--- src/hdl/slpm_consts.svh ---
// constants for the strap latch and indicator pin mux
`ifndef SLPM_CONSTS_SVH
`define SLPM_CONSTS_SVH

`define SLPM_ADDR_W          12
`define SLPM_OFF_WAKE_CTRL   12'h000
`define SLPM_OFF_SPEC_MODES  12'h004
`define SLPM_OFF_STRAP_STAT  12'h008

`define SLPM_WAKE_FSEL1_LSB  0
`define SLPM_WAKE_FSEL2_LSB  2
`define SLPM_MODES_IFACE_BIT 0
`define SLPM_STAT_IFACE_BIT  0
`define SLPM_STAT_REGDIS_BIT 1
`define SLPM_STAT_IRQSEL_BIT 2
`define SLPM_STAT_IND1_BIT   3
`define SLPM_STAT_IND2_BIT   4

`define SLPM_FSEL_DEFAULT    2'h0
`define SLPM_FSEL_IRQ        2'h1
`define SLPM_FSEL_WAKE       2'h2
`define SLPM_FSEL_LINK_ACT   2'h3

`define SLPM_RESP_OKAY       2'h0
`define SLPM_RESP_SLVERR     2'h2

`define SLPM_CLK_KHZ         20000
`define SLPM_BLINK_HALF_MS   50
`define SLPM_BLINK_CYCLES    (`SLPM_BLINK_HALF_MS * `SLPM_CLK_KHZ)
`define SLPM_BLINK_CNT_W     24

`endif

--- src/hdl/slpm_pkg.sv ---
// types shared by the strap latch and indicator pin mux
`default_nettype none
package slpm_pkg;
	typedef logic [1:0] slpm_fsel_t;
	typedef enum {
		SLPM_REG_WAKE,
		SLPM_REG_MODES,
		SLPM_REG_STRAP,
		SLPM_REG_NONE
	} slpm_reg_t;
	typedef enum {
		SLPM_PH_SAMPLE,
		SLPM_PH_LOAD,
		SLPM_PH_RUN
	} slpm_phase_t;
endpackage
`default_nettype wire

--- src/hdl/slpm_sync2.sv ---
// two-flop synchroniser for pin inputs
`default_nettype none
module slpm_sync2 #(
	parameter int WIDTH = 1
) (
	input  wire logic             aclk,
	input  wire logic [WIDTH-1:0] async_in,
	output logic      [WIDTH-1:0] sync_out
);
	logic [WIDTH-1:0] meta;

	// no reset: straps must be sampled while reset is held
	always_ff @(posedge aclk) begin
		meta     <= async_in;
		sync_out <= meta;
	end
endmodule
`default_nettype wire

--- src/hdl/slpm_strap_led_mux.sv ---
// strap latch and indicator pin mux with an AXI4-Lite register slave
// Function
// RQ1: latch interface strap at reset release
// RQ2: low selects MII, high selects RMII
// RQ3: load interface mode bit on release
// RQ4: sample regulator strap once after power good
// RQ5: low regulator strap enables core regulator
// RQ6: latch irq select strap at POR and release
// RQ7: high irq select makes pin interrupt output
// RQ8: low irq select makes pin data input
// RQ9: controller routes irq when EEE and WoL
// RQ10: each indicator function from own field
// RQ11: first indicator link, blink on carrier
// RQ12: second indicator active at 100 Mbps
// RQ13: first indicator starts as link/activity
// RQ14: first polarity follows regulator strap
// RQ15: second starts as speed, may carry events
// RQ16: second active low when irq select high
// RQ17: second active high when irq select low
// RQ18: second field 11 shows link/activity
// RQ19: blink at visible clock-derived rate
// RQ20: straps sampled only during reset
`default_nettype none
`include "slpm_consts.svh"
module slpm_strap_led_mux
	import slpm_pkg::*;
#(
	parameter int BLINK_CYCLES = `SLPM_BLINK_CYCLES,
	parameter int CNT_W        = `SLPM_BLINK_CNT_W
) (
	input  wire logic                    aclk,
	input  wire logic                    aresetn,
	input  wire logic                    power_good,
	input  wire logic                    iface_select_strap,
	input  wire logic                    first_indicator_in,
	output logic                         first_indicator_out,
	output logic                         first_indicator_oe,
	input  wire logic                    second_indicator_in,
	output logic                         second_indicator_out,
	output logic                         second_indicator_oe,
	input  wire logic                    irq_pin_in,
	output logic                         interrupt_out_n,
	output logic                         irq_pin_oe,
	output logic                         tx_data_bit_four,
	output logic                         regulator_disable,
	output logic                         iface_rmii,
	input  wire logic                    link_up,
	input  wire logic                    carrier_sense,
	input  wire logic                    speed_100,
	input  wire logic                    line_isolated,
	input  wire logic                    irq_request,
	input  wire logic                    wake_event,
	input  wire logic [`SLPM_ADDR_W-1:0] s_axi_awaddr,
	input  wire logic                    s_axi_awvalid,
	output logic                         s_axi_awready,
	input  wire logic [31:0]             s_axi_wdata,
	input  wire logic [3:0]              s_axi_wstrb,
	input  wire logic                    s_axi_wvalid,
	output logic                         s_axi_wready,
	output logic [1:0]                   s_axi_bresp,
	output logic                         s_axi_bvalid,
	input  wire logic                    s_axi_bready,
	input  wire logic [`SLPM_ADDR_W-1:0] s_axi_araddr,
	input  wire logic                    s_axi_arvalid,
	output logic                         s_axi_arready,
	output logic [31:0]                  s_axi_rdata,
	output logic [1:0]                   s_axi_rresp,
	output logic                         s_axi_rvalid,
	input  wire logic                    s_axi_rready
);
	generate
		if (BLINK_CYCLES < 2 || BLINK_CYCLES >= (64'd1 << CNT_W)) begin : g_bad_blink
			$error("blink count does not fit the counter");
		end
	endgenerate

	// ---------------------------------------------------------------
	// pin synchronisers
	logic [4:0]  pins_raw;
	logic [4:0]  pins_s;
	logic        pwr_s;
	logic        iface_pin_s;
	logic        ind1_pin_s;
	logic        ind2_pin_s;
	logic        irq_pin_s;

	assign pins_raw = {power_good, iface_select_strap, first_indicator_in,
		second_indicator_in, irq_pin_in};

	slpm_sync2 #(
		.WIDTH(5)
	) u_sync (
		.aclk    (aclk),
		.async_in(pins_raw),
		.sync_out(pins_s)
	);

	assign pwr_s       = pins_s[4];
	assign iface_pin_s = pins_s[3];
	assign ind1_pin_s  = pins_s[2];
	assign ind2_pin_s  = pins_s[1];
	assign irq_pin_s   = pins_s[0];

	// ---------------------------------------------------------------
	// reset sequencing
	slpm_phase_t phase;

	always_ff @(posedge aclk) begin
		if (!aresetn) begin
			phase <= SLPM_PH_SAMPLE;
		end else begin
			case (phase)
				SLPM_PH_SAMPLE: phase <= SLPM_PH_LOAD;
				SLPM_PH_LOAD:   phase <= SLPM_PH_RUN;
				SLPM_PH_RUN:    phase <= SLPM_PH_RUN;
				default:        phase <= SLPM_PH_SAMPLE;
			endcase
		end
	end

	// ---------------------------------------------------------------
	// strap latches
	logic iface_strap_q;
	logic irqsel_strap_q;
	logic reg_sampled;

	// tracking while held gives the level seen at the release edge
	always_ff @(posedge aclk) begin
		if (!aresetn) begin
			iface_strap_q  <= iface_pin_s;  // [RQ1] [RQ20]
			irqsel_strap_q <= ind2_pin_s;   // [RQ6] [RQ20]
		end
	end

	// power-on sample survives later external resets; only a power drop re-arms it
	always_ff @(posedge aclk) begin
		if (!pwr_s) begin
			reg_sampled       <= 1'b0;
			regulator_disable <= 1'b0;
		end else if (!aresetn && !reg_sampled) begin
			reg_sampled       <= 1'b1;
			regulator_disable <= ind1_pin_s;  // [RQ4] [RQ5] [RQ20]
		end
	end

	// ---------------------------------------------------------------
	// registers
	slpm_fsel_t fsel1;
	slpm_fsel_t fsel2;
	logic       aw_full;
	logic       w_full;
	logic       next_aw_full;
	logic       next_w_full;
	logic       do_write;
	logic [`SLPM_ADDR_W-1:0] aw_addr;
	logic [7:0] w_byte0;
	logic       w_lane0;
	slpm_reg_t  wr_reg;

	function automatic slpm_reg_t reg_decode(input logic [`SLPM_ADDR_W-1:0] a);
		case (a)
			`SLPM_OFF_WAKE_CTRL:  reg_decode = SLPM_REG_WAKE;
			`SLPM_OFF_SPEC_MODES: reg_decode = SLPM_REG_MODES;
			`SLPM_OFF_STRAP_STAT: reg_decode = SLPM_REG_STRAP;
			default:              reg_decode = SLPM_REG_NONE;
		endcase
	endfunction

	assign do_write = aw_full && w_full && !s_axi_bvalid;
	assign wr_reg   = reg_decode(aw_addr);

	always_comb begin
		next_aw_full = aw_full;
		next_w_full  = w_full;
		if (s_axi_awvalid && s_axi_awready) begin
			next_aw_full = 1'b1;
		end
		if (s_axi_wvalid && s_axi_wready) begin
			next_w_full = 1'b1;
		end
		if (do_write) begin
			next_aw_full = 1'b0;
			next_w_full  = 1'b0;
		end
	end

	always_ff @(posedge aclk) begin
		if (!aresetn) begin
			aw_full       <= 1'b0;
			w_full        <= 1'b0;
			s_axi_awready <= 1'b0;
			s_axi_wready  <= 1'b0;
			aw_addr       <= '0;
			w_byte0       <= 8'h00;
			w_lane0       <= 1'b0;
		end else begin
			aw_full       <= next_aw_full;
			w_full        <= next_w_full;
			s_axi_awready <= !next_aw_full && !do_write &&
				!(s_axi_bvalid && !s_axi_bready);
			s_axi_wready  <= !next_w_full && !do_write &&
				!(s_axi_bvalid && !s_axi_bready);
			if (s_axi_awvalid && s_axi_awready) begin
				aw_addr <= s_axi_awaddr;
			end
			if (s_axi_wvalid && s_axi_wready) begin
				w_byte0 <= s_axi_wdata[7:0];
				w_lane0 <= s_axi_wstrb[0];
			end
		end
	end

	always_ff @(posedge aclk) begin
		if (!aresetn) begin
			s_axi_bvalid <= 1'b0;
			s_axi_bresp  <= `SLPM_RESP_OKAY;
		end else if (do_write) begin
			s_axi_bvalid <= 1'b1;
			s_axi_bresp  <= (wr_reg == SLPM_REG_NONE) ? `SLPM_RESP_SLVERR : `SLPM_RESP_OKAY;
		end else if (s_axi_bready) begin
			s_axi_bvalid <= 1'b0;
		end
	end

	// field resets to 00 so both pins come up as indicators
	always_ff @(posedge aclk) begin
		if (!aresetn) begin
			fsel1 <= `SLPM_FSEL_DEFAULT;  // [RQ13]
			fsel2 <= `SLPM_FSEL_DEFAULT;  // [RQ15]
		end else if (do_write && w_lane0 && wr_reg == SLPM_REG_WAKE) begin
			fsel1 <= w_byte0[`SLPM_WAKE_FSEL1_LSB +: 2];  // [RQ10]
			fsel2 <= w_byte0[`SLPM_WAKE_FSEL2_LSB +: 2];  // [RQ10]
		end
	end

	// mode bit loads from the strap once, then software owns it
	always_ff @(posedge aclk) begin
		if (!aresetn) begin
			iface_rmii <= 1'b0;
		end else if (phase == SLPM_PH_LOAD) begin
			iface_rmii <= iface_strap_q;  // [RQ2] [RQ3]
		end else if (do_write && w_lane0 && wr_reg == SLPM_REG_MODES) begin
			iface_rmii <= w_byte0[`SLPM_MODES_IFACE_BIT];
		end
	end

	// read channel
	slpm_reg_t rd_reg;
	logic [31:0] rd_word;

	assign rd_reg = reg_decode(s_axi_araddr);

	always_comb begin
		rd_word = 32'h0000_0000;
		case (rd_reg)
			SLPM_REG_WAKE: begin
				rd_word[`SLPM_WAKE_FSEL1_LSB +: 2] = fsel1;
				rd_word[`SLPM_WAKE_FSEL2_LSB +: 2] = fsel2;
			end
			SLPM_REG_MODES: rd_word[`SLPM_MODES_IFACE_BIT] = iface_rmii;  // [RQ3]
			SLPM_REG_STRAP: begin
				rd_word[`SLPM_STAT_IFACE_BIT]  = iface_strap_q;
				rd_word[`SLPM_STAT_REGDIS_BIT] = regulator_disable;
				rd_word[`SLPM_STAT_IRQSEL_BIT] = irqsel_strap_q;
				rd_word[`SLPM_STAT_IND1_BIT]   = first_indicator_out;
				rd_word[`SLPM_STAT_IND2_BIT]   = second_indicator_out;
			end
			default: rd_word = 32'h0000_0000;
		endcase
	end

	always_ff @(posedge aclk) begin
		if (!aresetn) begin
			s_axi_arready <= 1'b0;
			s_axi_rvalid  <= 1'b0;
			s_axi_rdata   <= 32'h0000_0000;
			s_axi_rresp   <= `SLPM_RESP_OKAY;
		end else if (s_axi_arvalid && s_axi_arready) begin
			s_axi_arready <= 1'b0;
			s_axi_rvalid  <= 1'b1;
			s_axi_rdata   <= rd_word;
			s_axi_rresp   <= (rd_reg == SLPM_REG_NONE) ? `SLPM_RESP_SLVERR : `SLPM_RESP_OKAY;
		end else if (s_axi_rvalid) begin
			if (s_axi_rready) begin
				s_axi_rvalid  <= 1'b0;
				s_axi_arready <= 1'b1;
			end
		end else begin
			s_axi_arready <= 1'b1;
		end
	end

	// ---------------------------------------------------------------
	// activity blink
	logic [CNT_W-1:0] blink_cnt;
	logic             blink_on;

	// restarting in the lit phase means bursts shorter than BLINK_CYCLES do not flash
	always_ff @(posedge aclk) begin
		if (!aresetn || !carrier_sense) begin
			blink_cnt <= '0;
			blink_on  <= 1'b1;
		end else if (blink_cnt == CNT_W'(BLINK_CYCLES - 1)) begin
			blink_cnt <= '0;
			blink_on  <= !blink_on;  // [RQ19]
		end else begin
			blink_cnt <= blink_cnt + 1'b1;
		end
	end

	logic link_act;
	logic speed_act;

	assign link_act  = link_up && blink_on;  // [RQ11]
	assign speed_act = speed_100 && !line_isolated;  // [RQ12]

	// event functions drive the pin low-true regardless of strap polarity
	function automatic logic pin_level(
		input slpm_fsel_t fsel,
		input logic       ind_act,
		input logic       act_low
	);
		case (fsel)
			`SLPM_FSEL_IRQ:  pin_level = !irq_request;
			`SLPM_FSEL_WAKE: pin_level = !wake_event;
			default:         pin_level = ind_act ^ act_low;
		endcase
	endfunction

	// ---------------------------------------------------------------
	// pin drivers; strap pins stay released during reset so they can be sensed
	always_ff @(posedge aclk) begin
		if (!aresetn) begin
			first_indicator_oe  <= 1'b0;  // [RQ20]
			first_indicator_out <= 1'b0;
		end else begin
			first_indicator_oe  <= 1'b1;
			first_indicator_out <= pin_level(fsel1, link_act, regulator_disable);  // [RQ13] [RQ14]
		end
	end

	always_ff @(posedge aclk) begin
		if (!aresetn) begin
			second_indicator_oe  <= 1'b0;  // [RQ20]
			second_indicator_out <= 1'b0;
		end else begin
			second_indicator_oe <= 1'b1;
			if (fsel2 == `SLPM_FSEL_LINK_ACT) begin
				second_indicator_out <= link_act ^ irqsel_strap_q;  // [RQ18] [RQ16] [RQ17]
			end else begin
				second_indicator_out <= pin_level(fsel2, speed_act, irqsel_strap_q);  // [RQ15]
			end
		end
	end

	// shared interrupt / transmit data pin
	always_ff @(posedge aclk) begin
		if (!aresetn) begin
			irq_pin_oe       <= 1'b0;
			interrupt_out_n  <= 1'b1;
			tx_data_bit_four <= 1'b0;
		end else if (irqsel_strap_q) begin
			irq_pin_oe       <= 1'b1;  // [RQ7]
			interrupt_out_n  <= !irq_request;
			tx_data_bit_four <= 1'b0;
		end else begin
			irq_pin_oe       <= 1'b0;  // [RQ8]
			interrupt_out_n  <= 1'b1;
			tx_data_bit_four <= irq_pin_s;
		end
	end
endmodule
`default_nettype wire

--- config.mk ---
export PLATFORM = sky130hd
export DESIGN_NAME = slpm_strap_led_mux
export DESIGN_NICKNAME = d
export VERILOG_FILES = /design/src/hdl/slpm_pkg.sv /design/src/hdl/slpm_sync2.sv /design/src/hdl/slpm_strap_led_mux.sv
export VERILOG_INCLUDE_DIRS = /design/src /design/src/hdl
export SDC_FILE = /design/constraint.sdc
export NUM_CORES = 1
export LEC_CHECK = 0
export BUFFER_PORTS_ARGS = -buffer_cell sky130_fd_sc_hd__clkbuf_2
export CAP_MARGIN = 30
export CORE_MARGIN = 5
export CORE_UTILIZATION = 35
export DETAILED_ROUTE_END_ITERATION = 10
export PLACE_DENSITY_LB_ADDON = 0.05
export SLEW_MARGIN = 0
export SYNTH_ARGS = -nofsm -noshare
export SYNTH_HDL_FRONTEND = slang
export SYNTH_SLANG_ARGS = --single-unit
--- constraint.sdc ---
create_clock -name aclk -period 1.84 [get_ports aclk]
set_input_delay 0.184 -clock aclk [delete_from_list [all_inputs] [get_ports aclk]]
set_output_delay 0.184 -clock aclk [all_outputs]
set_load 0.01 [all_outputs]
## Word level (Yosys, flattened, before mapping)

Index checks and enable logic that the tools add are counted.

- Magnitude comparators: 0
- Reductions and logical operators: 42
- Div/mod/pow operators: 0
- Multiply operators: 0
- Mux-type cells: 26
- Shifts and indexed selects: 0
- Eq/ne operators: 19
- Bitwise gates (word level): 4
- $add $sub $neg: 1

Operator list:

| kind | number |
|---|---|
| == test 32 x 2 -> 1 bit, second input constant | 4 |
| logical NOT 32 bit | 3 |
| == test 32 x 1 -> 1 bit, second input constant | 2 |
| == test 32 x 3 -> 1 bit, second input constant | 2 |
| adder 24 x 1 -> 24 bit, second input constant | 1 |
| == test 12 x 3 -> 1 bit, second input constant | 2 |
| == test 12 x 4 -> 1 bit, second input constant | 2 |
| == test 24 x 20 -> 1 bit, second input constant | 1 |
| logical NOT 12 bit | 2 |
| two-way mux 1 bit | 17 |
| logical AND 1 bit | 16 |
| logical NOT 1 bit | 13 |
| one-hot mux 2 bit (3 select lines) | 2 |
| OR reduction 2 bit | 4 |
| == test 2 bit, second input constant | 3 |
| one-hot mux 3 bit (2 select lines) | 1 |
| == test 2 x 1 -> 1 bit, second input constant | 2 |
| two-way mux 2 bit | 2 |
| one-hot mux 1 bit (2 select lines) | 2 |
| one-hot mux 2 bit (2 select lines) | 1 |
| nonzero test 2 bit | 2 |
| one-hot mux 1 bit (3 select lines) | 1 |
| bitwise XOR 1 bit | 3 |
| inequality test 2 x 1 -> 1 bit, second input constant | 1 |
| 3 further kinds | 3 |

- Output and inout port bits: 50
- ROM bits: 0
- Register bits after elaboration: 115
- Input bits: 78
- Bits in latches: 0
- Logic and storage cells: 123
- Bits in writable memories: 0
- Memories: 0

## Depth between registers and ports, before layout

- Word-level depth: 6
- Gate-level depth with buffers: 6
- Gate-level depth less buffers: 5

## Cells and area by module

From an unflattened synthesis, not the netlist that was laid out.

- Cell total of the unflattened synthesis: 391
- Area total of the unflattened synthesis: 3,520.9 um^2

Modules (own cells, without submodules):

| module | instances | cells an instance | area each (um^2) | seq. area each (um^2) |
|---|---|---|---|---|
| slpm_strap_led_mux | 1 | 381 | 3,320.7 | 1,481.4 |
| slpm_sync2 | 1 | 10 | 200.2 | 200.2 |

## Worst setup path before layout

Ideal clock, no wire load.

- Path type: register to register
- Start: register blink_cnt[9]
- End: register blink_cnt[21]
- Arrival: 1.711 ns
- Cell stages (with the launch flop): 6
- Path slack: 0.058 ns
- Clock period less this slack: 1.782 ns
- Buffers on the path: 1
- Cells stage by stage: dfxtp_1 > nand4_2 > or4_1 > clkbuf_2 > or4_1 > a21oi_1

- Longest elaborated chain between the ends: 2
- Elaborated cells on any way between the ends: 3

Ends and longest elaborated chain:

| what | line | text |
|---|---|---|
| from (decl) | slpm_strap_led_mux.sv:295 | `logic [CNT_W-1:0] blink_cnt;` |
| from (signal assigned) | slpm_strap_led_mux.sv:307 | `blink_cnt <= blink_cnt + 1'b1;` |
| branches (longest 2 deep; another with adder 24 x 1 -> 24 bit) | -- |  |

Parallel ways; which one is timed is not known.
A chain may end at the register's enable or synchronous reset.

## Final worst setup path

- Start: register blink_cnt[6]
- End: register blink_cnt[17]

The elaborated chain is that of the path after synthesis.

==> results.txt <==
switching power = 862 uW
setup ws final = 0.0957 ns
top cells by count, synth = 81 x dfxtp_1, 51 x nand2_1, 37 x a21oi_1, 30 x buf_4, 21 x nor2_1
Peak Freq = 573 MHz
largest net degree at the start of global routing = 23
Setup TNS Final = 0 ns
Synth Flop Type = dfxtp_1
kind of critical path = flip-flop to flip-flop
Final min period = 1.74 ns
Peak VDD IR = 0.000375 V
status = complete, no violations
Vias = 2934
ANT nets after route = 0
Worst EP arrival = 2.03 ns
GRT overflow = 0
Post-Synth XOR/XNOR Area = 3.74%
count leader, synth = dfxtp_1
initial DRC count = 65
die area = 12200 um2
antenna violations before repair = 0
Syn Inst Count = 394
Worst Reg-to-Reg Cells = 4
Clock Path Buffers = 2
Final Skew = 0.0108 ns
Pwr Density = 816 nW/um2
Seq pwr share = 54.3%
first-pass GRT wire length = 12700 um
Clk network pwr share = 37.4%
DR WL/cell = 12.7 um
RR Startpoint = blink_cnt[6]
Slowest-stage cell, CP = or4_4
P&R area growth vs syn = 22.9%
cells along the critical path = nand3_1 > or4_4 > or4b_1 > a21oi_1
Pint = 2.67 mW
Distinct cells, synth = 50
top cells by area, synth = dfxtp_1 46%, buf_4 6.4%, nand2_1 5.4%
crit-path max cell delay = 0.61 ns
Die Y = 110 um
Worst R2R Setup Slack = 0.1 ns
Leak = 1.76 nW
vias in the first global route = 2744
Vias per Instance = 4.69
EDFF count, synth = 2
dpl ws = 0.00678 ns
Synth Area in Simple Gates = 23.3%
crit start category = flip-flop
Synth Area in Adders = 2.85%
port buffer count = 67
Ys Warns = 0
Starting Density = 36.0%
Die Span X = 110 um
CTS tree = yes
Top Ports = 128
switch share = 24.4%
clock slew seen by the registers of the worst setup and hold paths = 0.09 ns
Critical Path Fanout Max = 12
HP Start = carrier_sense
Tcrit/Tclk final = 94.8%
clk sinks = 83
Seq/Total Area, Yosys = 47.8%
GRT Resource Usage Total = 13.3%
average size of a mapped cell = 8.93 um2
Min-Delay Path Class = input port to flip-flop
#FFs+latches synth = 83
Min-Delay Path Depth = 2
Comb power frac = 8.3%
Cell Area, Synth = 3520 um2
worst skew pair latency = 0.34 ns
Total Routed Length = 7960 um
hold endpoint = blink_on
antenna diode count = 0
row count = 36
worst reg2reg endpoint = blink_cnt[17]
Critical Path RT = 2.13 ns
Synth top area share = 46.1%
max-slew violation count = 0
Post-DP HPWL = 5990 um
root buffer cell = clkbuf_8
H-Tree Depth = 3
fill cell count = 1022
Placer Congestion = 0.808
Fin. Hold Viols = 0
drt drc = 0
core footprint = 9770 um2
critical path endpoint category = flip-flop
async set-reset flop share out of synthesis = 0%
Synth area leader = dfxtp_1
post-synthesis compound-gate area fraction = 12.6%
max cap viols = 0
largest family of logic cells by synthesized area = simple AND/OR/NAND/NOR gates
mux contribution to synthesized area = 0%
TritonCTS Buffers = 9
Final Setup Violations = 0
First-pass DRT Iterations = 4
Nets = 574
layout cells sized above 1 = 24.5%
unrepaired setup endpoints after global routing = no
==> registers in the layout, indices dropped and copies added, names as in the netlist, 2 cells and up <==
signal           count
s_axi_rdata          5
phase                2
u_sync.sync_out      5
blink_cnt           24
u_sync.meta          5
fsel1                2
aw_addr             12
fsel2                2
w_byte0              4
==> metal layers <==
layer / track usage (%) / up-vias / wire (um)
li1: - / 1511 / -
met5: 0 / - / 0
met2: 23.3 / 50 / 4040
met4: 4.05 / 0 / 99
met1: 15.7 / 1363 / 3400
met3: 4.02 / 10 / 414
==> final cells by class <==
type	instances	area, um2	area share [%]
Clock inverter	5	61.3	1.42
Multi-Input combinational cell	280	1610	37.3
Sequential cell	83	1690	39.0
Inverter	13	48.8	1.13
Timing Repair Buffer	101	606	14.0
Tap cell	133	166	3.85
Clock buffer	11	141	3.27
==> metrics by stage <==
stage | hold WS, ns | cell area, um2 | utilization [%] | total power, mW | cells
2_1_floorplan | 0.212 | 3620 | - | 2.16 | 422
3_3_place_gp | 0.287 | 4050 | 41.5 | 2.24 | 605
6_report | 0.0394 | 4320 | 44.2 | 3.53 | 626
5_1_grt | 0.0236 | 4320 | 44.2 | 3.72 | 626
3_5_place_dp | 0.289 | 4050 | 41.5 | 2.25 | 605
4_1_cts | 0.0285 | 4320 | 44.2 | 3.60 | 627
==> logic make-up after synthesis <==
kind of cell             count (synthesis)
AND/OR/NAND/NOR                        153
flip-flops                              83
AO/OA/AOI/OAI                           75
buffers and inverters                   59
XOR/XNOR                                15
adder cells (fa/ha/maj)                  8
other                                    1
==> worst max-delay path, delay by kind of cell, from the launching register on <==
kind | cells | cell delay [ns]
AND/OR/NAND/NOR | 3 | 1.22
flip-flops | 1 | 0.34
AO/OA/AOI/OAI | 1 | 0.13
==> cells in the final DEF (no fill, tap or decap), types with 13 or more instances in the layout <==
cell      instances
dfxtp_1          77
inv_1            13
nand2_1          51
conb_1           29
a21oi_1          36
nand3_1          14
nor2_1           21
clkbuf_2         67
buf_4            28
o21ai_0          15
==> worst max path at each step <==
stage	slack, ns	from	depth (start not counted)	end
after floorplan	0.06	blink_cnt[9]	5	blink_cnt[21]
after global placement	0.03	blink_cnt[9]	5	blink_cnt[22]
after detailed placement	0.007	blink_cnt[6]	5	blink_cnt[17]
after CTS	0.002	blink_cnt[6]	5	blink_cnt[22]
after global routing	0.01	blink_cnt[6]	5	blink_cnt[20]
final	0.1	blink_cnt[6]	4	blink_cnt[17]
==> repair_timing <==
action                                  CTS  global route
pin swaps                                 0             4
buffers inserted                          0             0
endpoints found under the hold margin     6             0
gates resized for setup                   2             6
hold buffers                              6             0
endpoints found under the setup margin    3             7
==> power groups by stage <==
stage               Sequential (mW)  Combinational [mW]  Clock, mW
finish                         1.92               0.291       1.32
global route                   1.93               0.333       1.46
CTS                            1.92               0.296       1.38
detailed placement             1.96               0.285          0
global placement               1.96               0.282          0
floorplan                      1.96               0.206          0
Note: power is estimated with default switching activity, not from simulation.
